**src/design/mpsp_defines.svh**
```systemverilog
// register offsets, field positions and reset values
`ifndef MPSP_DEFINES_SVH
`define MPSP_DEFINES_SVH
// register offsets
`define MPSP_ADDR_CTRL   4'h0
`define MPSP_ADDR_STAT   4'h1
`define MPSP_ADDR_TXD    4'h2
`define MPSP_ADDR_RXD    4'h3
`define MPSP_ADDR_PORT   4'h4
`define MPSP_ADDR_BAUD   4'h5
`define MPSP_ADDR_PIN    4'h6
// control register fields
`define MPSP_C_TE        0
`define MPSP_C_RE        1
`define MPSP_C_TIE       2
`define MPSP_C_RIE       3
`define MPSP_C_TX_END_IRQ_ENABLE      4
`define MPSP_C_ID_WAIT_ENABLE      5
`define MPSP_C_PAR_EN    6
`define MPSP_C_PAR_ODD   7
// status register fields
`define MPSP_S_TXE       7
`define MPSP_S_RXF       6
`define MPSP_S_OVR       5
`define MPSP_S_FRM       4
`define MPSP_S_PAR       3
`define MPSP_S_TX_END_FLAG      2
`define MPSP_S_MPB       1
`define MPSP_S_MP_MARKER_TX_BIT      0
// port register fields
`define MPSP_P_DIR       0
`define MPSP_P_DAT       1
// reset values
`define MPSP_CTRL_RST    8'h00
`define MPSP_BAUD_RST    16'h0363
`define MPSP_BYTE_ZERO   8'h00
`define MPSP_CNT_ZERO    16'h0000
`define MPSP_BIT_ZERO    4'h0
`endif

```
**src/design/mpsp_pkg.sv**
```systemverilog
// types shared by the serial port design files
package mpsp_pkg;
   typedef enum logic [1:0] {
      MPSP_TX_IDLE = 2'b00,
      MPSP_TX_SEND = 2'b01,
      MPSP_TX_STOP = 2'b11
   } mpsp_tx_state_t;
   typedef enum logic [1:0] {
      MPSP_RX_IDLE = 2'b00,
      MPSP_RX_DATA = 2'b01,
      MPSP_RX_STOP = 2'b11
   } mpsp_rx_state_t;
endpackage

```
**src/design/mpsp_rx_unit.sv**
```systemverilog
// serial receive shift unit: mid-bit sampling, frame done pulse
`timescale 1ns/1ps
`default_nettype none
`include "mpsp_defines.svh"
module mpsp_rx_unit (
   // clock and reset
   input wire logic mclk,
   input wire logic rst_b,
   // control
   input wire logic enable,
   input wire logic [15:0] bit_div,
   input wire logic extra_en,
   // line
   input wire logic line_in,
   // result
   output logic done,
   output logic [7:0] data,
   output logic extra_bit,
   output logic stop_ok
);
   import mpsp_pkg::*;
   mpsp_rx_state_t st_reg, st_next;
   logic [15:0] cnt_reg, cnt_next;
   logic [3:0] idx_reg, idx_next;
   logic [8:0] sh_reg, sh_next;
   logic done_reg, done_next;
   logic stop_reg, stop_next;
   logic tick;
   logic [3:0] last_idx;

   assign tick = (cnt_reg == bit_div);
   assign last_idx = extra_en ? 4'h9 : 4'h8;
   assign done = done_reg;
   assign data = sh_reg[7:0];
   assign extra_bit = sh_reg[8];
   assign stop_ok = stop_reg;

   // next state: start found, half bit to centre, then full bits
   always_comb begin
      st_next = st_reg;
      cnt_next = tick ? `MPSP_CNT_ZERO : cnt_reg + 16'h0001;
      idx_next = idx_reg;
      sh_next = sh_reg;
      done_next = 1'b0;
      stop_next = stop_reg;
      case (st_reg)
         MPSP_RX_IDLE: begin
            cnt_next = {1'b0, bit_div[15:1]};
            idx_next = `MPSP_BIT_ZERO;
            if (!line_in) begin
               st_next = MPSP_RX_DATA;
            end
         end
         MPSP_RX_DATA: begin
            if (tick) begin
               if (idx_reg != `MPSP_BIT_ZERO) begin
                  sh_next[idx_reg - 4'h1] = line_in;
               end
               if (idx_reg == last_idx) begin
                  st_next = MPSP_RX_STOP;
               end else begin
                  idx_next = idx_reg + 4'h1;
               end
            end
         end
         MPSP_RX_STOP: begin
            if (tick) begin
               stop_next = line_in;
               done_next = 1'b1;
               st_next = MPSP_RX_IDLE;
            end
         end
         default: st_next = MPSP_RX_IDLE;
      endcase
      if (!extra_en) begin
         sh_next[8] = 1'b0;
      end
      if (!enable) begin
         st_next = MPSP_RX_IDLE;
         done_next = 1'b0;
      end
   end

   // register stage
   always_ff @(posedge mclk or negedge rst_b) begin
      if (!rst_b) begin
         st_reg <= MPSP_RX_IDLE;
         cnt_reg <= `MPSP_CNT_ZERO;
         idx_reg <= `MPSP_BIT_ZERO;
         sh_reg <= 9'h000;
         done_reg <= 1'b0;
         stop_reg <= 1'b1;
      end else begin
         st_reg <= st_next;
         cnt_reg <= cnt_next;
         idx_reg <= idx_next;
         sh_reg <= sh_next;
         done_reg <= done_next;
         stop_reg <= stop_next;
      end
   end
endmodule
`default_nettype wire

```
**src/design/mpsp_serial_unit.sv**
```systemverilog
// multiprocessor asynchronous serial port: registers, flags, requests
// ----------------------------------------------------------------
// ----------------------------------------------------------------
`timescale 1ns/1ps
`default_nettype none
`include "mpsp_defines.svh"
module mpsp_serial_unit (
   // clock and reset
   input wire logic mclk,
   input wire logic rst_b,
   // register port
   input wire logic [3:0] reg_addr,
   input wire logic [7:0] reg_wdata,
   input wire logic reg_wr,
   input wire logic reg_rd,
   output logic [7:0] reg_rdata,
   // serial pins
   input wire logic serial_in_pin,
   output logic serial_out_pin,
   output logic serial_out_oe,
   // interrupt requests
   output logic tx_empty_irq,
   output logic tx_end_irq,
   output logic rx_full_irq,
   output logic rx_error_irq
);
   import mpsp_pkg::*;

   // ----------------------------------------------------------------
   // register state
   // ----------------------------------------------------------------
   // configuration written by software
   logic [7:0] serial_control_reg;
   logic [7:0] serial_control_next;
   logic [15:0] baud_reg;
   logic [15:0] baud_next;
   logic [1:0] port_reg;
   logic [1:0] port_next;

   // data holding registers and the registered read port
   logic [7:0] tx_holding_reg;
   logic [7:0] tx_holding_next;
   logic [7:0] rx_holding_reg;
   logic [7:0] rx_holding_next;
   logic [7:0] rdata_reg;
   logic [7:0] rdata_next;

   // status flags; hardware sets them except the transmit marker bit, which software writes; software or the units clear them
   logic tx_empty_flag_reg;
   logic tx_empty_flag_next;
   logic tx_end_flag_reg;
   logic tx_end_flag_next;
   logic rx_full_flag_reg;
   logic rx_full_flag_next;
   logic overrun_flag_reg;
   logic overrun_flag_next;
   logic framing_flag_reg;
   logic framing_flag_next;
   logic parity_err_flag_reg;
   logic parity_err_flag_next;
   logic mp_marker_tx_bit_reg;
   logic mp_marker_tx_bit_next;
   logic mp_marker_rx_bit_reg;
   logic mp_marker_rx_bit_next;

   // control fields
   logic transmit_enable;
   logic receive_enable;
   logic tx_irq_enable;
   logic rx_irq_enable;
   logic tx_end_irq_enable;
   logic id_wait_enable;
   logic parity_en;
   logic parity_odd;
   logic extra_en;
   assign transmit_enable = serial_control_reg[`MPSP_C_TE];
   assign receive_enable = serial_control_reg[`MPSP_C_RE];
   assign tx_irq_enable = serial_control_reg[`MPSP_C_TIE];
   assign rx_irq_enable = serial_control_reg[`MPSP_C_RIE];
   assign tx_end_irq_enable = serial_control_reg[`MPSP_C_TX_END_IRQ_ENABLE];
   assign id_wait_enable = serial_control_reg[`MPSP_C_ID_WAIT_ENABLE];
   assign parity_en = serial_control_reg[`MPSP_C_PAR_EN];
   assign parity_odd = serial_control_reg[`MPSP_C_PAR_ODD];

   // parity overrides the marker bit format; the ninth bit is marker or parity
   assign extra_en = 1'b1;

   // access decode
   logic wr_ctrl;
   logic wr_stat;
   logic wr_txd;
   logic wr_port;
   logic wr_baud;
   logic rd_rxd;
   assign wr_ctrl = reg_wr && (reg_addr == `MPSP_ADDR_CTRL);
   assign wr_stat = reg_wr && (reg_addr == `MPSP_ADDR_STAT);
   assign wr_txd = reg_wr && (reg_addr == `MPSP_ADDR_TXD);
   assign wr_port = reg_wr && (reg_addr == `MPSP_ADDR_PORT);
   assign wr_baud = reg_wr && (reg_addr == `MPSP_ADDR_BAUD);
   assign rd_rxd = reg_rd && (reg_addr == `MPSP_ADDR_RXD);

   // ----------------------------------------------------------------
   // shift units
   // ----------------------------------------------------------------
   // transmit unit handshake and line
   logic tx_take;
   logic tx_stop_done;
   logic tx_line;
   // receive unit results and run gate
   logic rx_done;
   logic rx_extra;
   logic rx_stop_ok;
   logic [7:0] rx_data;
   logic rx_run;

   // shared by the transmit ninth bit and the receive check
   // parity of a data byte, odd or even sense
   function automatic logic par_bit(input logic [7:0] d, input logic odd);
      par_bit = (^d) ^ odd;
   endfunction

   // the ninth bit is the marker when parity is off
   logic tx_ninth;
   assign tx_ninth = parity_en ? par_bit(tx_holding_reg, parity_odd) : mp_marker_tx_bit_reg;

   mpsp_tx_unit u_tx (
      .mclk(mclk),
      .rst_b(rst_b),
      .enable(transmit_enable),
      .bit_div(baud_reg),
      .extra_en(extra_en),
      .load_valid(!tx_empty_flag_reg),
      .load_frame({tx_ninth, tx_holding_reg}),
      .load_take(tx_take),
      .stop_done(tx_stop_done),
      .line_out(tx_line)
   );

   // reception halts while overrun or framing error stands
   assign rx_run = receive_enable && !overrun_flag_reg && !framing_flag_reg;

   mpsp_rx_unit u_rx (
      .mclk(mclk),
      .rst_b(rst_b),
      .enable(rx_run),
      .bit_div(baud_reg),
      .extra_en(extra_en),
      .line_in(serial_in_pin),
      .done(rx_done),
      .data(rx_data),
      .extra_bit(rx_extra),
      .stop_ok(rx_stop_ok)
   );

   // ----------------------------------------------------------------
   // flags and registers
   // ----------------------------------------------------------------
   // per-frame verdicts of the receiver
   logic frm_err;
   logic par_err;
   logic id_frame;
   logic drop_frame;
   logic accept;
   assign frm_err = !rx_stop_ok;
   assign par_err = parity_en && (rx_extra != par_bit(rx_data, parity_odd));
   assign id_frame = !parity_en && rx_extra;
   assign drop_frame = id_wait_enable && !parity_en && !rx_extra;
   assign accept = rx_done && !drop_frame;

   // next values of all register state except the read data
   always_comb begin
      serial_control_next = wr_ctrl ? reg_wdata : serial_control_reg;
      baud_next = baud_reg;
      port_next = wr_port ? reg_wdata[1:0] : port_reg;
      tx_holding_next = tx_holding_reg;
      rx_holding_next = rx_holding_reg;
      tx_empty_flag_next = tx_empty_flag_reg;
      tx_end_flag_next = tx_end_flag_reg;
      rx_full_flag_next = rx_full_flag_reg;
      overrun_flag_next = overrun_flag_reg;
      framing_flag_next = framing_flag_reg;
      parity_err_flag_next = parity_err_flag_reg;
      mp_marker_tx_bit_next = mp_marker_tx_bit_reg;
      mp_marker_rx_bit_next = mp_marker_rx_bit_reg;
      // divisor takes the high byte first, each write shifts it up
      if (wr_baud) begin
         baud_next = {baud_reg[7:0], reg_wdata};
      end
      // software clears error flags by writing zero; marker bit is plain
      if (wr_stat) begin
         if (!reg_wdata[`MPSP_S_OVR]) overrun_flag_next = 1'b0;
         if (!reg_wdata[`MPSP_S_FRM]) framing_flag_next = 1'b0;
         if (!reg_wdata[`MPSP_S_PAR]) parity_err_flag_next = 1'b0;
         if (!reg_wdata[`MPSP_S_RXF]) rx_full_flag_next = 1'b0;
         mp_marker_tx_bit_next = reg_wdata[`MPSP_S_MP_MARKER_TX_BIT];
      end

      // transmit side
      if (tx_take) begin
         tx_empty_flag_next = 1'b1;
         tx_end_flag_next = 1'b0;
      end
      if (tx_stop_done && tx_empty_flag_reg) begin
         tx_end_flag_next = 1'b1;
      end
      if (wr_txd) begin
         tx_holding_next = reg_wdata;
         tx_empty_flag_next = 1'b0;
      end
      // clearing transmit enable reinitialises the transmit flags
      if (!transmit_enable) begin
         tx_empty_flag_next = !wr_txd;
         tx_end_flag_next = 1'b1;
      end

      // receive events are applied after software clears, so a set wins
      // receive side: read clears full, new frame sets over it
      if (rd_rxd) begin
         rx_full_flag_next = 1'b0;
      end
      if (accept) begin
         if (rx_full_flag_reg) begin
            overrun_flag_next = 1'b1;
         end else begin
            rx_holding_next = rx_data;
            mp_marker_rx_bit_next = rx_extra;
            if (!frm_err && !par_err) begin
               rx_full_flag_next = 1'b1;
            end
         end
         if (frm_err) framing_flag_next = 1'b1;
         if (par_err) parity_err_flag_next = 1'b1;
      end
      // an id frame ends the wait for an id
      if (rx_done && id_wait_enable && id_frame) begin
         serial_control_next[`MPSP_C_ID_WAIT_ENABLE] = 1'b0;
      end
   end

   // ----------------------------------------------------------------
   // read port
   // ----------------------------------------------------------------
   // read data, valid in the cycle after the read strobe
   always_comb begin
      rdata_next = `MPSP_BYTE_ZERO;
      if (reg_rd) begin
         case (reg_addr)
            `MPSP_ADDR_CTRL: rdata_next = serial_control_reg;
            `MPSP_ADDR_STAT: begin
               rdata_next = {tx_empty_flag_reg, rx_full_flag_reg,
                  overrun_flag_reg, framing_flag_reg,
                  parity_err_flag_reg, tx_end_flag_reg,
                  mp_marker_rx_bit_reg, mp_marker_tx_bit_reg};
            end
            `MPSP_ADDR_TXD: rdata_next = tx_holding_reg;
            `MPSP_ADDR_RXD: rdata_next = rx_holding_reg;
            `MPSP_ADDR_PORT: rdata_next = {6'h00, port_reg};
            `MPSP_ADDR_BAUD: rdata_next = baud_reg[7:0];
            `MPSP_ADDR_PIN: rdata_next = {7'h00, serial_in_pin};
            default: rdata_next = `MPSP_BYTE_ZERO;
         endcase
      end
   end

   // register stage; transmit flags come up set
   always_ff @(posedge mclk or negedge rst_b) begin
      if (!rst_b) begin
         serial_control_reg <= `MPSP_CTRL_RST;
         baud_reg <= `MPSP_BAUD_RST;
         port_reg <= 2'h0;
         tx_holding_reg <= `MPSP_BYTE_ZERO;
         rx_holding_reg <= `MPSP_BYTE_ZERO;
         rdata_reg <= `MPSP_BYTE_ZERO;
         tx_empty_flag_reg <= 1'b1;
         tx_end_flag_reg <= 1'b1;
         rx_full_flag_reg <= 1'b0;
         overrun_flag_reg <= 1'b0;
         framing_flag_reg <= 1'b0;
         parity_err_flag_reg <= 1'b0;
         mp_marker_tx_bit_reg <= 1'b0;
         mp_marker_rx_bit_reg <= 1'b0;
      end else begin
         serial_control_reg <= serial_control_next;
         baud_reg <= baud_next;
         port_reg <= port_next;
         tx_holding_reg <= tx_holding_next;
         rx_holding_reg <= rx_holding_next;
         rdata_reg <= rdata_next;
         tx_empty_flag_reg <= tx_empty_flag_next;
         tx_end_flag_reg <= tx_end_flag_next;
         rx_full_flag_reg <= rx_full_flag_next;
         overrun_flag_reg <= overrun_flag_next;
         framing_flag_reg <= framing_flag_next;
         parity_err_flag_reg <= parity_err_flag_next;
         mp_marker_tx_bit_reg <= mp_marker_tx_bit_next;
         mp_marker_rx_bit_reg <= mp_marker_rx_bit_next;
      end
   end

   // ----------------------------------------------------------------
   // outputs
   // ----------------------------------------------------------------
   assign reg_rdata = rdata_reg;

   // disabled transmitter hands the pin to the port registers
   // the pin stays driven while the port direction is output
   assign serial_out_pin = transmit_enable ? tx_line : port_reg[`MPSP_P_DAT];
   assign serial_out_oe = transmit_enable || port_reg[`MPSP_P_DIR];

   // four requests, one vector, six causes
   // tx empty request also needs the transmitter enabled
   assign tx_empty_irq = tx_irq_enable && transmit_enable
      && tx_empty_flag_reg;
   // tx end request follows its flag and enable alone
   assign tx_end_irq = tx_end_irq_enable && tx_end_flag_reg;
   // both receive requests are gated by the receive enable
   assign rx_full_irq = rx_irq_enable && receive_enable && rx_full_flag_reg;
   assign rx_error_irq = rx_irq_enable && receive_enable
      && (overrun_flag_reg || framing_flag_reg || parity_err_flag_reg);
endmodule
`default_nettype wire

```
**src/design/mpsp_tx_unit.sv**
```systemverilog
// serial transmit shift unit: start, eight data, marker or parity, stop
`timescale 1ns/1ps
`default_nettype none
`include "mpsp_defines.svh"
module mpsp_tx_unit (
   // clock and reset
   input wire logic mclk,
   input wire logic rst_b,
   // control
   input wire logic enable,
   input wire logic [15:0] bit_div,
   input wire logic extra_en,
   // load handshake
   input wire logic load_valid,
   input wire logic [8:0] load_frame,
   output logic load_take,
   // status and line
   output logic stop_done,
   output logic line_out
);
   import mpsp_pkg::*;
   mpsp_tx_state_t st_reg, st_next;
   logic [15:0] cnt_reg, cnt_next;
   logic [3:0] idx_reg, idx_next;
   logic [9:0] sh_reg, sh_next;
   logic line_reg, line_next;
   logic tick;
   logic [3:0] last_idx;

   // bit tick and frame length
   assign tick = (cnt_reg == bit_div);
   assign last_idx = extra_en ? 4'h9 : 4'h8;
   assign line_out = line_reg;

   // next state of the shifter; disable resets it at once
   always_comb begin
      st_next = st_reg;
      cnt_next = tick ? `MPSP_CNT_ZERO : cnt_reg + 16'h0001;
      idx_next = idx_reg;
      sh_next = sh_reg;
      line_next = line_reg;
      load_take = 1'b0;
      stop_done = 1'b0;
      case (st_reg)
         MPSP_TX_IDLE: begin
            cnt_next = `MPSP_CNT_ZERO;
            line_next = 1'b1;
            if (load_valid) begin
               load_take = 1'b1;
               sh_next = {1'b0, load_frame};
               line_next = 1'b0;
               idx_next = `MPSP_BIT_ZERO;
               st_next = MPSP_TX_SEND;
            end
         end
         MPSP_TX_SEND: begin
            if (tick) begin
               if (idx_reg == last_idx) begin
                  line_next = 1'b1;
                  st_next = MPSP_TX_STOP;
               end else begin
                  line_next = sh_reg[idx_reg];
                  idx_next = idx_reg + 4'h1;
               end
            end
         end
         MPSP_TX_STOP: begin
            if (tick) begin
               stop_done = 1'b1;
               // next frame follows the stop bit directly
               if (load_valid) begin
                  load_take = 1'b1;
                  sh_next = {1'b0, load_frame};
                  line_next = 1'b0;
                  idx_next = `MPSP_BIT_ZERO;
                  st_next = MPSP_TX_SEND;
               end else begin
                  st_next = MPSP_TX_IDLE;
               end
            end
         end
         default: st_next = MPSP_TX_IDLE;
      endcase
      if (!enable) begin
         st_next = MPSP_TX_IDLE;
         line_next = 1'b1;
         load_take = 1'b0;
         stop_done = 1'b0;
      end
   end

   // register stage
   always_ff @(posedge mclk or negedge rst_b) begin
      if (!rst_b) begin
         st_reg <= MPSP_TX_IDLE;
         cnt_reg <= `MPSP_CNT_ZERO;
         idx_reg <= `MPSP_BIT_ZERO;
         sh_reg <= 10'h3FF;
         line_reg <= 1'b1;
      end else begin
         st_reg <= st_next;
         cnt_reg <= cnt_next;
         idx_reg <= idx_next;
         sh_reg <= sh_next;
         line_reg <= line_next;
      end
   end
endmodule
`default_nettype wire

```
**config.mk**
```make
export PLATFORM = sky130hd
export DESIGN_NAME = mpsp_serial_unit
export DESIGN_NICKNAME = d
export VERILOG_FILES = /design/src/design/mpsp_pkg.sv /design/src/design/mpsp_rx_unit.sv /design/src/design/mpsp_serial_unit.sv /design/src/design/mpsp_tx_unit.sv
export VERILOG_INCLUDE_DIRS = /design/src /design/src/design
export SDC_FILE = /design/constraint.sdc
export NUM_CORES = 1
export LEC_CHECK = 0
export BUFFER_PORTS_ARGS = -buffer_cell sky130_fd_sc_hd__buf_2
export CAP_MARGIN = 20
export CORE_ASPECT_RATIO = 1.1
export CORE_MARGIN = 3
export CORE_UTILIZATION = 29
export DETAILED_ROUTE_END_ITERATION = 6
export PLACE_DENSITY = 0.43
export SKIP_LAST_GASP = 1
export SYNTH_ARGS = -nofsm -noshare
export SYNTH_HDL_FRONTEND = slang
export SYNTH_HIERARCHICAL = 1
export SYNTH_SLANG_ARGS = --single-unit
```
**constraint.sdc**
```tcl
create_clock -name mclk -period 2.2 [get_ports mclk]
set_input_delay 0 -clock mclk [delete_from_list [all_inputs] [get_ports mclk]]
set_output_delay 0 -clock mclk [all_outputs]
set_load 0.01 [all_outputs]
```
==> summary.md <==
| Metric | Value |
|---|---|
| Antenna diodes | 0 |
| Critical Path RT | 2.53 ns |
| Fin crit period | approximately 2.1 ns |
| I/O pin count | 31 |
| Top_reg_cell synth | dfrtp_1 |
| CTS max path bufs | 2 |
| DR DRC count | 0 |
| Leak | around 3.5 nW |
| Hold Fails Final Rpt | 0 |
| Cell Pwr Density | 941 nW/um^2 |
| Netlist Area Pre-Place | a little under 7000 um^2 |
| Reg clk slew, reported paths | ~0.06 ns |
| Syn. warnings | 6 |
| R2r startpoint | baud_reg[8] |
| Cell Rows | 58 |
| Synth Register Bits | ~120 |
| Flop2flop setup slack | 0.12 ns |
| Clock skew | 0.0110 ns |
| Sequential cell area fraction in the yosys report | 45.5% |
| Fin nets | approximately 740 |
| Top cells by count, synth | dfrtp_1 (104), nand2_1 (60), mux2_2 (53), nor2_1 (46), xnor2_1 (44) |
| GR Overflow Total | 0 |
| Worst-path maximum fanout | 20 |
| Post-layout util | roughly 36% |
| Slew headroom | between 60% and 70% |
| Worst min path class | input port to flip-flop |
| CTS tree | built |
| Critical path class | flip-flop to flip-flop |
| Clk_lat worst skew | 0.42 ns |
| H-tree Lvls | 4 |
| Largest family of logic cells by synthesized area | simple AND/OR/NAND/NOR gates |
| Worst-case reg-to-reg path depth | 6 |
| TritonRoute pass-1 iters | 5 |
| Clock sink total | approximately 120 |
| Dominant cells by area after synthesis | dfrtp_1 (38%), mux2_2 (8.7%), dfstp_2 (7.6%), xnor2_1 (5.6%), xor2_1 (4.5%) |
| RSZ-0062 raised after global routing | no |
| Max_cap viols | 0 |
| Storage element area | ~3100 um^2 |
| Crit-path leading delay family | simple AND/OR/NAND/NOR gates |
| 1st-iter DRT viols | 280 |
| Post-synth top area cell | dfrtp_1 |
| Simple-gate area share of the yosys netlist | 15.1% |
| Post-synth EDFFs | 0 |
| ANT nets after route | 0 |
| CTS Buf Count | 17 |
| Chip width | between 150 and 200 um |
| Tcrit/Tclk final | approximately 95% |
| End of the worst hold path | reg_rdata[5] |
| Floorplan core area | 23100 um^2 |
| Fill cells | between 2k and 2.5k |
| Setup TNS | 0 ns |
| GRT Overall Usage | between 10 and 15% |
| Pwr Total | about 7.8 mW |
| FF-to-FF End | u_tx/idx_reg[3] |
| Avg Inst Size Synth | ~11 um^2 |
| Vias per cell | between 4 and 5 |
| Worst slew pin tran | 0.572 ns |
| Async SR Flop Fraction | 100% |
| Vias | roughly 5.1k |
| Cell with the most instances after synthesis | dfrtp_1 |
| Vias in the first global route | between 5k and 6k |
| Crit-path cells | xor2_1, nor4_2, nand4_1, buf_4, or4_1, o211ai_1 |
| Post-synth cell types | 63 |
| Critical Path Slowest Stage Cell | dfstp_2 |
| Initial antenna violation count | 0 |
| Complex-gate fraction of the synthesized area | roughly 10% |
| Fmax | a little under 500 MHz |
| Buffers & Inverters on Critical Path | 1 |
| Post-synthesis mux area share | between 10% and 20% |
| Share of layout cells above drive strength 1 | a little over a quarter |
| Detail Placement HPWL | 13200 um |
| Die height | ~170 um |
| Multi-input gate area | around 3600 um^2 |
| Final setup viols | 0 |
| Worst vdd ir | approximately 500 uV |
| First-pass GRT wire length | 29700 um |
| Area delta synth->final | 20.6% |
| Die Area | 25600 um^2 |
| Hold depth | 3 |
| Worst setup EP type | flip-flop |
| Post-synthesis adder-cell area fraction | around 2.4% |
| Routed WL | between 15000 and 20000 um |
| Post-synthesis cell count | approximately 640 |
| Initial core utilization | approximately 30% |
| Crit-path max cell delay | 0.60 ns |
| Synth top area share | between 30% and 40% |
| Number of port buffers | 30 |
| Hold Crit Start | reg_addr[3] |
| Worst EP arrival | about 2.4 ns |
| Final Max Tran Viols | 0 |
| Post-synthesis xor/xnor area fraction | approximately 11% |
| Run status | finished clean |
| WL/cell | roughly 18 um |
| Root buffer cell | clkbuf_16 |
| Gp weighted congestion | 0.812 |
| Critical Path Start Type | flip-flop |
| Largest net degree at the start of global routing | 55 |
where the power goes:
group	switching [mW]	internal [mW]	total [mW]
Combinational	0.841	0.922	1.76
Sequential	0.500	2.74	3.24
Clock	1.11	1.69	2.80
Total	2.45	5.36	7.80
worst max-delay path by stage:
stage / startpoint / to / slack, ns / cells past startpoint
after floorplan: baud_reg[6] / flip-flop / 0.26 / 6
after global placement: u_tx/cnt_reg[13] / u_tx/idx_reg[3] / 0.09 / 6
after detailed placement: u_tx/cnt_reg[13] / u_tx/idx_reg[3] / 0.07 / 6
after CTS: u_tx/cnt_reg[13] / u_tx/idx_reg[3] / 0.05 / 6
after global routing: baud_reg[1] / u_tx/idx_reg[3] / 0.02 / 6
final: baud_reg[8] / u_tx/idx_reg[3] / 0.12 / 6
cell type report:
type / count / share of cell area (%)
Clock inverter: 11 / 1.28
Sequential cell: 124 / 37.7
Multi-Input combinational cell: 472 / 42.8
Timing Repair Buffer: 74 / 6.82
Tap cell: 300 / 4.52
Inverter: 23 / 1.04
Clock buffer: 21 / 5.81
worst reg2reg max path, delay by kind of cell, from the launching register on:
family,cells,cell delay (ns)
flip-flops,1,0.60
buffers and inverters,1,0.23
AND/OR/NAND/NOR,3,0.99
XOR/XNOR,1,0.09
AO/OA/AOI/OAI,1,0.10
cell usage in the layout (no fill, tap or decap), types with 11 or more instances in the layout:
cell type and n:
ha_1 13, dfrtp_1 104, dfstp_2 20, dlygate4sd3_1 11, nand2_1 60, clkbuf_16 19, xor2_1 35, nor2_1 45
buf_4 30, o21ai_0 18, nand4_1 18, xnor2_1 44, inv_1 21, o211ai_1 25, buf_2 29, o31ai_1 12
mux2_2 53, nand3_1 24
routing by layer:
| layer | global-route usage (%) | vias up | part of all wire (%) |
|---|---|---|---|
| li1 | - | 2431 | - |
| met1 | 20.0 | 2550 | 47 |
| met2 | 23.3 | 85 | 49 |
| met3 | 2.66 | 17 | 3.1 |
| met4 | 4.65 | 0 | 1.3 |
| met5 | 0 | - | 0 |
metrics by stage:
| step | std cells | hold WS (ns) | setup slack, ns | cell area [um^2] |
|---|---|---|---|---|
| 2_1_floorplan | 647 | -0.296 | 0.259 | 6900 |
| 3_3_place_gp | 980 | 0.0769 | 0.0871 | 7550 |
| 3_5_place_dp | 980 | 0.0831 | 0.0661 | 7550 |
| 4_1_cts | 1023 | 0.0106 | 0.0537 | 8240 |
| 5_1_grt | 1025 | 0.0493 | 0.0237 | 8300 |
| 6_report | 1025 | 0.0342 | 0.119 | 8300 |
kinds of logic (layout without fill, tap and decap cells):
| family | after synthesis | after routing |
|---|---|---|
| and+or+nand+nor | 203 | 203 |
| AOI/OAI and AO/OA | 98 | 98 |
| muxes | 71 | 71 |
| adders and majority gates | 13 | 13 |
| xor gates and xnor gates | 81 | 81 |
| other | 1 | 6 |
| DFF | 124 | 124 |
| buffers and inverters | 51 | 129 |
repair_timing:
item | 4_1_cts | 5_1_grt
hold buffers | 11 | 0
endpoints found under the setup margin | 0 | 11
hold endpoints to repair | 152 | 0
buffers inserted | 0 | 1
gates resized for setup | 0 | 3
Power figures use the tool's default switching activity.
